[src/verilog/ccr_core_config_map.svh]
// addresses, field positions and reset values of the core configuration registers
`ifndef CCR_CORE_CONFIG_MAP_SVH
`define CCR_CORE_CONFIG_MAP_SVH

// ----------------------------------------------------------------------------
// register addressing in the system coprocessor space
// ----------------------------------------------------------------------------
`define CCR_REG_NUM        5'h10
`define CCR_SEL_PRIMARY    3'h0
`define CCR_SEL_SECONDARY  3'h1

// ----------------------------------------------------------------------------
// primary word fields
// ----------------------------------------------------------------------------
`define CCR_BIT_MORE       31
`define CCR_UPPER_LSB      28
`define CCR_USER_LSB       25
`define CCR_KSEG0_LSB      0
`define CCR_CCA_RESET      3'h2
`define CCR_BIT_CUSTOM     22
`define CCR_BIT_SBE        21
`define CCR_BIT_MDU        20
`define CCR_BIT_DSRAM      16
`define CCR_BIT_ENDIAN     15
`define CCR_AT_LSB         13
`define CCR_AT_VAL         2'h0
`define CCR_AR_LSB         10
`define CCR_AR_VAL         3'h1
`define CCR_MT_LSB         7
`define CCR_MT_VAL         3'h3
`define CCR_PRI_RSVD_MASK  32'h018E0078
`define CCR_PRI_FIXED_MASK 32'h81FFFFF8
`define CCR_PRI_FIXED_VAL  32'h80210580

// ----------------------------------------------------------------------------
// secondary word fields
// ----------------------------------------------------------------------------
`define CCR_BIT_PERF       4
`define CCR_BIT_WATCH      3
`define CCR_BIT_COMPRESS   2
`define CCR_BIT_DEBUG      1
`define CCR_BIT_FLOAT      0
`define CCR_SEC_WORD       32'h80000012

`endif

[src/verilog/ccr_pkg.sv]
// types shared by the core configuration register bank
package ccr_pkg;

	typedef logic [2:0] ccr_cca_t;

	typedef enum logic [1:0] {
		CCR_TGT_NONE,
		CCR_TGT_PRIMARY,
		CCR_TGT_SECONDARY
	} ccr_target_t;

endpackage

[src/verilog/ccr_cca_field.sv]
// one software-writable three-bit cacheability field
`timescale 1ns/1ns
`include "ccr_core_config_map.svh"

module ccr_cca_field
(
	input  logic             sys_clk,
	input  logic             resetn,
	input  logic             wr_en,
	input  ccr_pkg::ccr_cca_t wr_value,
	output ccr_pkg::ccr_cca_t value
);
	import ccr_pkg::*;

	ccr_cca_t next_value;

	always_comb
	begin
		next_value = value;
		if (wr_en)
			next_value = wr_value;
	end

	// reset value reports that no cache is fitted
	always_ff @(posedge sys_clk or negedge resetn)
	begin
		if (!resetn)
			value <= `CCR_CCA_RESET;
		else
			value <= next_value;
	end

endmodule

[src/verilog/ccr_word_build.sv]
// assembles the read value of the addressed configuration word
`timescale 1ns/1ns
`include "ccr_core_config_map.svh"

module ccr_word_build
(
	input  ccr_pkg::ccr_target_t target,
	input  ccr_pkg::ccr_cca_t    upper,
	input  ccr_pkg::ccr_cca_t    user,
	input  ccr_pkg::ccr_cca_t    kseg0,
	output logic [31:0]          word
);
	import ccr_pkg::*;

	// unlisted bits stay zero, so reserved groups read back clear
	always_comb
	begin
		word = 32'h00000000;
		unique case (target)
			CCR_TGT_PRIMARY:
			begin
				word[`CCR_BIT_MORE]         = 1'b1;
				word[`CCR_UPPER_LSB +: 3]   = upper;
				word[`CCR_USER_LSB +: 3]    = user;
				word[`CCR_BIT_CUSTOM]       = 1'b0;
				word[`CCR_BIT_SBE]          = 1'b1;
				word[`CCR_BIT_MDU]          = 1'b0;
				word[`CCR_BIT_DSRAM]        = 1'b1;
				word[`CCR_BIT_ENDIAN]       = 1'b0;
				word[`CCR_AT_LSB +: 2]      = `CCR_AT_VAL;
				word[`CCR_AR_LSB +: 3]      = `CCR_AR_VAL;
				word[`CCR_MT_LSB +: 3]      = `CCR_MT_VAL;
				word[`CCR_KSEG0_LSB +: 3]   = kseg0;
			end
			CCR_TGT_SECONDARY:
			begin
				word[`CCR_BIT_MORE]         = 1'b1;
				word[`CCR_BIT_PERF]         = 1'b1;
				word[`CCR_BIT_WATCH]        = 1'b0;
				word[`CCR_BIT_COMPRESS]     = 1'b0;
				word[`CCR_BIT_DEBUG]        = 1'b1;
				word[`CCR_BIT_FLOAT]        = 1'b0;
			end
			CCR_TGT_NONE:
			begin
				word = 32'h00000000;
			end
		endcase
	end

endmodule

[src/verilog/ccr_core_config.sv]
// core configuration register bank: primary and secondary configuration words
//
// What this block does
// - words live at register 16, select 0 and 1
// - primary bit 31 always reads one
// - upper kernel cacheability writable, resets to 010
// - user segment cacheability writable, resets to 010
// - kernel segment 0 coherency writable, resets 010
// - reserved primary groups read zero, written zero
// - custom instruction bit reads zero
// - simple byte enable bit reads one
// - multiply/divide type bit reads zero
// - dual sram bit reads one
// - endian zero, arch type 00, revision 001
// - memory management type reads 011
// - secondary bit 31 one, bits 30-5 zero
// - secondary perf counter bit reads one
// - secondary debug extension bit reads one
// - secondary bits 3, 2, 0 read zero
`timescale 1ns/1ns
`include "ccr_core_config_map.svh"

module ccr_core_config
(
	input  logic              sys_clk,
	input  logic              resetn,
	input  logic [4:0]        cop_reg_num,
	input  logic [2:0]        cop_sel,
	input  logic              cop_rd_en,
	input  logic              cop_wr_en,
	input  logic [31:0]       cop_wdata,
	output logic [31:0]       cop_rdata,
	output logic              cop_rd_valid,
	output logic              cop_hit,
	output logic              wr_ignored,
	output logic              reserved_wr_error,
	output ccr_pkg::ccr_cca_t upper_kseg_cacheability,
	output ccr_pkg::ccr_cca_t user_seg_cacheability,
	output ccr_pkg::ccr_cca_t kernel_seg0_coherency
);
	import ccr_pkg::*;

	// ------------------------------------------------------------------------
	// address decode
	// ------------------------------------------------------------------------
	function automatic ccr_target_t ccr_decode(input logic [4:0] num, input logic [2:0] sel);
		ccr_target_t tgt;
		tgt = CCR_TGT_NONE;
		if (num == `CCR_REG_NUM && sel == `CCR_SEL_PRIMARY)
			tgt = CCR_TGT_PRIMARY;
		else if (num == `CCR_REG_NUM && sel == `CCR_SEL_SECONDARY)
			tgt = CCR_TGT_SECONDARY;
		return tgt;
	endfunction

	ccr_target_t rd_target;
	ccr_target_t wr_target;
	logic        pri_wr;
	logic [31:0] rd_word;

	assign rd_target = ccr_decode(cop_reg_num, cop_sel);
	assign wr_target = ccr_decode(cop_reg_num, cop_sel);
	assign pri_wr    = cop_wr_en && (wr_target == CCR_TGT_PRIMARY);

	// ------------------------------------------------------------------------
	// writable cacheability fields
	// ------------------------------------------------------------------------
	// only these three groups take write data; every other bit is hardwired,
	// so a write to any other bit of either word has no storage to land in
	ccr_cca_t cca_q [3];

	genvar gi;
	generate
		for (gi = 0; gi < 3; gi++)
		begin : g_cca
			localparam int LSB = (gi == 0) ? `CCR_UPPER_LSB :
			                     (gi == 1) ? `CCR_USER_LSB : `CCR_KSEG0_LSB;
			ccr_cca_field u_field
			(
				.sys_clk  (sys_clk),
				.resetn   (resetn),
				.wr_en    (pri_wr),
				.wr_value (cop_wdata[LSB +: 3]),
				.value    (cca_q[gi])
			);
		end
	endgenerate

	assign upper_kseg_cacheability = cca_q[0];
	assign user_seg_cacheability   = cca_q[1];
	assign kernel_seg0_coherency   = cca_q[2];

	// ------------------------------------------------------------------------
	// read data assembly
	// ------------------------------------------------------------------------
	ccr_word_build u_build
	(
		.target (rd_target),
		.upper  (cca_q[0]),
		.user   (cca_q[1]),
		.kseg0  (cca_q[2]),
		.word   (rd_word)
	);

	// ------------------------------------------------------------------------
	// response registers
	// ------------------------------------------------------------------------
	logic [31:0] next_cop_rdata;
	logic        next_cop_rd_valid;
	logic        next_cop_hit;
	logic        next_wr_ignored;
	logic        next_reserved_wr_error;

	// a read in the same cycle as a write returns the value before the write
	always_comb
	begin
		next_cop_rdata         = cop_rdata;
		next_cop_rd_valid      = cop_rd_en;
		next_cop_hit           = 1'b0;
		next_wr_ignored        = 1'b0;
		next_reserved_wr_error = 1'b0;
		if (cop_rd_en)
		begin
			next_cop_rdata = rd_word;
			next_cop_hit   = (rd_target != CCR_TGT_NONE);
		end
		else if (cop_wr_en)
			next_cop_hit = (wr_target != CCR_TGT_NONE);
		if (cop_wr_en && wr_target != CCR_TGT_PRIMARY)
			next_wr_ignored = 1'b1;
		// software owes zeros here; a nonzero write is flagged, never stored
		if (pri_wr && (cop_wdata & `CCR_PRI_RSVD_MASK) != 32'h00000000)
			next_reserved_wr_error = 1'b1;
	end

	always_ff @(posedge sys_clk or negedge resetn)
	begin
		if (!resetn)
		begin
			cop_rdata         <= 32'h00000000;
			cop_rd_valid      <= 1'b0;
			cop_hit           <= 1'b0;
			wr_ignored        <= 1'b0;
			reserved_wr_error <= 1'b0;
		end
		else
		begin
			cop_rdata         <= next_cop_rdata;
			cop_rd_valid      <= next_cop_rd_valid;
			cop_hit           <= next_cop_hit;
			wr_ignored        <= next_wr_ignored;
			reserved_wr_error <= next_reserved_wr_error;
		end
	end

	// checks pause in reset, so $past just after release can still see values sampled during reset

	logic rd_pri;
	logic rd_sec;
	assign rd_pri = cop_rd_en && cop_reg_num == `CCR_REG_NUM && cop_sel == `CCR_SEL_PRIMARY;
	assign rd_sec = cop_rd_en && cop_reg_num == `CCR_REG_NUM && cop_sel == `CCR_SEL_SECONDARY;
endmodule

[config.mk]
export PLATFORM = sky130hd
export DESIGN_NAME = ccr_core_config
export DESIGN_NICKNAME = d
export VERILOG_FILES = /design/src/verilog/ccr_pkg.sv /design/src/verilog/ccr_cca_field.sv /design/src/verilog/ccr_word_build.sv /design/src/verilog/ccr_core_config.sv
export VERILOG_INCLUDE_DIRS = /design/src /design/src/verilog
export SDC_FILE = /design/constraint.sdc
export NUM_CORES = 1
export LEC_CHECK = 0
export BUFFER_PORTS_ARGS = -buffer_cell sky130_fd_sc_hd__buf_2
export CORE_ASPECT_RATIO = 0.75
export CORE_UTILIZATION = 35
export DETAILED_ROUTE_END_ITERATION = 8
export PLACE_DENSITY = 0.73
export SYNTH_ARGS = -nofsm -noshare
export SYNTH_HDL_FRONTEND = slang
export SYNTH_SLANG_ARGS = --single-unit
[constraint.sdc]
create_clock -name sys_clk -period 0.9 [get_ports sys_clk]
set_input_delay 0.045 -clock sys_clk [delete_from_list [all_inputs] [get_ports sys_clk]]
set_output_delay 0.045 -clock sys_clk [all_outputs]
set_load 0.03 [all_outputs]
=== Yosys cells after proc, flatten, opt, wreduce, memory -nomap -nowiden ===
Index checks and enable logic that the tools add are counted.

* Reduce and logical (&&, ||, !) cells: 10
* Equal/unequal tests: 5
* Muxes and demuxes: 12

{| class="wikitable"
|+ Operators by type and width
! kind !! count
|-
| 32-bit nonzero test || 1
|-
| 10-bit 2-to-1 mux || 1
|-
| 3-bit case mux with 3 select lines || 1
|-
| 2-bit 2-to-1 mux || 4
|-
| 6-bit 2-to-1 mux || 1
|-
| 5-bit equality test, second input constant || 1
|-
| 1-bit logical AND || 5
|-
| 1-bit 2-to-1 mux || 4
|-
| 3-bit by 1-bit equality test with 1-bit output, second input constant || 1
|-
| 3-bit zero test || 1
|-
| 2-bit by 1-bit equality test with 1-bit output, second input constant || 1
|-
| 2-bit equality test, second input constant || 1
|-
| 2-bit zero test || 1
|-
| 2-bit by 1-bit != test with 1-bit output, second input constant || 1
|-
| 1-bit case mux with 2 select lines || 1
|-
| 2-bit nonzero test || 1
|-
| 2-bit OR reduction || 1
|}

* Bits in registers: 38
* Output and inout port bits: 45

=== Logic depth before layout (Yosys ltp) ===
* Depth after elaboration: 8
* Depth in mapped cells: 4
* Mapped depth without buffers: 3

=== Modules after synthesis ===
From an unflattened synthesis, not the netlist that was laid out.

* Cell total of the unflattened synthesis: 136
* Area, all modules: 1974.4 um^2

{| class="wikitable"
|+ Modules (own cells, without submodules)
! module !! sequential area each (um^2) !! area each (um^2) !! times used !! cells each
|-
| ccr_core_config || 900.9 || 1378.8 || 1 || 84
|-
| ccr_cca_field || 76.3 || 110.1 || 3 || 6
|-
| ccr_word_build || 0.0 || 265.3 || 1 || 34
|}

=== Worst setup path before layout ===
OpenSTA, ideal clock, no wires.

* Path kind: input-to-reg
* Start point: in cop_sel[1]
* End point: reg g_cca[0].u_field.value[2]
* Buffers on the path: 0
* Cell stages on the path: 3
* Required time: 0.772 ns
* Path slack: -0.110 ns
* Arrival: 0.883 ns
* Cell sequence: nor4_4 > nand3_4 > mux2_1

* Cells in the longest elaborated chain, start to end: 6
* Elaborated cells on any way between the ends: 8

{| class="wikitable"
|+ Ends and longest elaborated chain
! element !! line !! source
|-
| start, declared || ccr_core_config.sv:28 || <nowiki>input logic [2:0] cop_sel,</nowiki>
|-
| 3-bit by 1-bit equality test with 1-bit output (no line) || n/a ||
|-
| 1-bit logical AND (no line) || n/a ||
|-
| 2-bit 2-to-1 mux || ccr_core_config.sv:51 || <nowiki>else if (num == `CCR_REG_NUM && sel == `CCR_SEL_SECONDARY)</nowiki>
|-
| 2-bit 2-to-1 mux * || ccr_core_config.sv:49 || <nowiki>if (num == `CCR_REG_NUM && sel == `CCR_SEL_PRIMARY)</nowiki>
|-
| 2-bit by 1-bit equality test with 1-bit output * || ccr_core_config.sv:63 || <nowiki>assign pri_wr = cop_wr_en && (wr_target == CCR_TGT_PRIMARY);</nowiki>
|-
| 1-bit logical AND * || ccr_core_config.sv:63 ||
|-
| end signal, assigned || ccr_cca_field.sv:28 || <nowiki>value <= `CCR_CCA_RESET;</nowiki>
|-
| end signal, assigned || ccr_cca_field.sv:30 || <nowiki>value <= next_value;</nowiki>
|-
| end, declared || ccr_cca_field.sv:11 || <nowiki>output ccr_pkg::ccr_cca_t value</nowiki>
|}

Mark *: on every way between the ends. The rest lies on a longest branch, timed or not.
A chain may end at the register's enable or synchronous reset.

=== Worst setup path after layout ===
* Start point: reg g_cca[2].u_field.value[1]
* End point: out kernel_seg0_coherency[1]

{| class="wikitable"
|+ RTL lines
! element !! line !! source
|-
| start, declared || ccr_cca_field.sv:11 ||
|-
| start signal, assigned || ccr_cca_field.sv:28 ||
|-
| start signal, assigned || ccr_cca_field.sv:30 ||
|-
| end, declared || ccr_core_config.sv:39 || <nowiki>output ccr_pkg::ccr_cca_t kernel_seg0_coherency</nowiki>
|}

No word-level cell between the ends.

==> impl_metrics.toml <==
[critical_path]
worstSetupEndpointType = "primary output"
required_ps = 850
rrSetupSlack_ps = -10
critPathMaxStageDelay_ps = 560
worst_ep_arrival_time_ps = 960
critPathLaunchType = "flop"
crit_chain = "buf_6"
crit_fanout = 3
crit_family = "flip-flops"
cpMaxStageDelayCell = "dfstp_2"
critPathBufInv = 1
r2r-end = "cop_rdata[26]"
r2r_cells = 3
worstReg2RegStart = "g_cca[1].u_field.value[1]"
criticalPathCategory = "flop to primary output"

[synthesis]
synth_fa_ha_area_frac = 0
ys_warn_count = 0
synth_top_family_by_area = "buffers and inverters"
synthTopCellsByArea = "dfrtp_1 48%, buf_4 13%, dfstp_2 6.8%"
ys_ff_latch = 25
yosys-mux-area-fraction = 0.0880
synth_largest_area_cell = "dfrtp_1"
synth.distinct_cells = 21
synth_top_area_frac = 0.478
synth-main-ff-cell = "dfrtp_1"
async_flop_share = 1.00
synth-simple-area-share = 0.133
syn_inst = 96
synth-compound-area-share = 0.0891
seq_area_frac_synth = 0.547
syn_avg_cell_area_um2 = 12.0
synth-xor-area-share = 0
syn_area_mm2 = 0.00115
synth-edff-count = 0

[pwr]
leakage_uw = 0.000958
p_seq_frac = 0.515
switching_share = 0.282
p_comb_frac = 0.189
internal-power_uw = 1640
total_power_uw = 2280
clkPwrFrac = 0.297
power.switching_uw = 643
p_per_area_mw_per_mm2 = 1220
ir_drop_uv = 776

[timing]
whs_ps = -1.57
hold_viol = 1
slew_violations = 0
setup_slack_ps = -108
rsz0062_at_grt = "yes"
fin_skew_ps = 1.81
setup_viol = 11
worst_pin_slew_ps = 539
fin_crit_ps = 1010
max_freq_ghz = 0.992
finalCritPeriodShare = 1.12
relSlewSlack = 0.640

[clocking]
clk_pin_slew_ps = 90
cts_tree = "yes"
cts_root_buffer = "clkbuf_8"
clock-sinks = 25
clock_path_buffers = 2
cts_inserted_buffers = 3
htree_levels = 1
worstSkewPairLatency_ps = 270

[min_path]
min_to = "g_cca[2].u_field.value[2]"
hp-class = "primary input to flop"
whs_path_depth = 2
hold_start = "cop_wdata[2]"

[global_route]
grt_antenna_before_repair = 0
grt_usage = 0.176
grt_overflow_total = 0
grt_pass1_wl_um = 4450
grt_pass1_vias = 997
grt_max_degree = 26

[run_status]
outcome = "finished, violations left"
failed_checks = "hold timing, setup timing"

[placed_design]
hpwl_um = 1850
routabilityCongestion = 0.676
io_buffers = 58
pre_cts_slack_ps = -359
post_dp_cell_area_mm2 = 0.00143

[cells_and_area]
nets = 221
antenna_cells = 0
post-route-util = 0.615
layout.cells.most_common_list = "30 x buf_2, 28 x buf_6, 21 x dfrtp_1"
final_area_mm2 = 0.00187
fillers = 238
layout-drive-gt1-share = 0.580
area_delta_synth_final_pct = 62.6
layout_commonest_cell = "buf_2"

[detailed_routing]
wire_per_inst_um = 14.2
dr.first_iter.drc_count = 25
met1Wirelength_um = 1160
met2_length_um = 1590
via_per_inst = 4.63
ant_nets = 0
vias = 991
met3_wirelength_um = 233
drt_first_pass_iters = 4
drt_wl_total_um = 3040
drc = 0
highest_layer = "met4"

[floorplanning]
io_pins = 89
die_h_um = 51.7
die_w_um = 68.2
std_cell_rows = 17
die_area_mm2 = 0.00352
start_util = 0.378
fp.coreArea_mm2 = 0.00304

[flow_run]
max_cap_violations = 0
synthesized netlist by cell type, types with 2 or more instances:
cell,instances
dfstp_2,3
clkbuf_1,2
nand2_1,13
o2bb2ai_1,9
mux2_1,2
dfrtp_1,22
o21ai_0,2
nor2_1,5
mux2_2,7
buf_4,20
metal layers:
layer	up-vias	GRT usage
li1	455	-
met4	0	0.0556
met1	484	0.202
met2	48	0.315
met3	4	0.0461
met5	-	0
logic make-up (layout without fill, tap and decap cells):
family | count (synthesis) | after routing
DFF | 25 | 25
and+or+nand+nor | 25 | 26
buffers and inverters | 23 | 87
AOI/OAI and AO/OA | 13 | 13
muxes | 9 | 9
other | 1 | 16
layout make-up:
| cell class | instances | area [um^2] | area share |
|---|---|---|---|
| flip-flops and latches | 25 | 631 | 0.337 |
| well taps | 38 | 47.5 | 0.0254 |
| clock buffers | 4 | 45.0 | 0.0241 |
| inverters | 1 | 3.75 | 0.00201 |
| multi-input cells | 64 | 487 | 0.260 |
| repair buffers | 82 | 658 | 0.352 |
how the worst max path moves through the flow:
| stage | cells after the start | slack, ps | startpoint | to |
|---|---|---|---|---|
| final | 1 | -110 | g_cca[2].u_field.value[1] | kernel_seg0_coherency[1] |
| after global routing | 1 | -130 | g_cca[2].u_field.value[1] | kernel_seg0_coherency[1] |
| after CTS | 1 | -110 | g_cca[2].u_field.value[1] | kernel_seg0_coherency[1] |
| after detailed placement | 4 | -360 | cop_sel[1] | g_cca[1].u_field.value[2] |
| after global placement | 4 | -310 | cop_sel[1] | g_cca[1].u_field.value[2] |
| after floorplan | 3 | -110 | cop_sel[1] | g_cca[0].u_field.value[2] |
flip-flops by register name (all words and copies together) (netlist names):
name                 flops
g_cca.u_field.value      9
wr_ignored               1
cop_rd_valid             1
reserved_wr_error        1
cop_rdata               12
cop_hit                  1
per-stage QoR:
| step | cells | TNS, ps |
|---|---|---|
| 2_1_floorplan | 111 | -647 |
| 3_3_place_gp | 191 | -3950 |
| 3_5_place_dp | 191 | -4960 |
| 4_1_cts | 206 | -581 |
| 5_1_grt | 214 | -1160 |
| 6_report | 214 | -581 |
power groups by stage:
| stage | registers (uW) | logic (uW) | clock network, uW |
|---|---|---|---|
| 2_1_floorplan | 1240 | 196 | 0 |
| 3_3_place_gp | 1190 | 334 | 0 |
| 3_5_place_dp | 1190 | 342 | 0 |
| 4_1_cts | 1170 | 390 | 679 |
| 5_1_grt | 1180 | 464 | 746 |
| 6_report | 1170 | 431 | 677 |
what timing repair did:
item / 4_1_cts / 5_1_grt
hold endpoints to repair: 24 / 2
buffers inserted: 7 / 6
endpoints found under the setup margin: 23 / 33
hold buffers: 3 / 2
cloned: 1 / 0
pin swaps: 3 / 5
gates resized for setup: 29 / 46
Power figures use the tool's default switching activity.
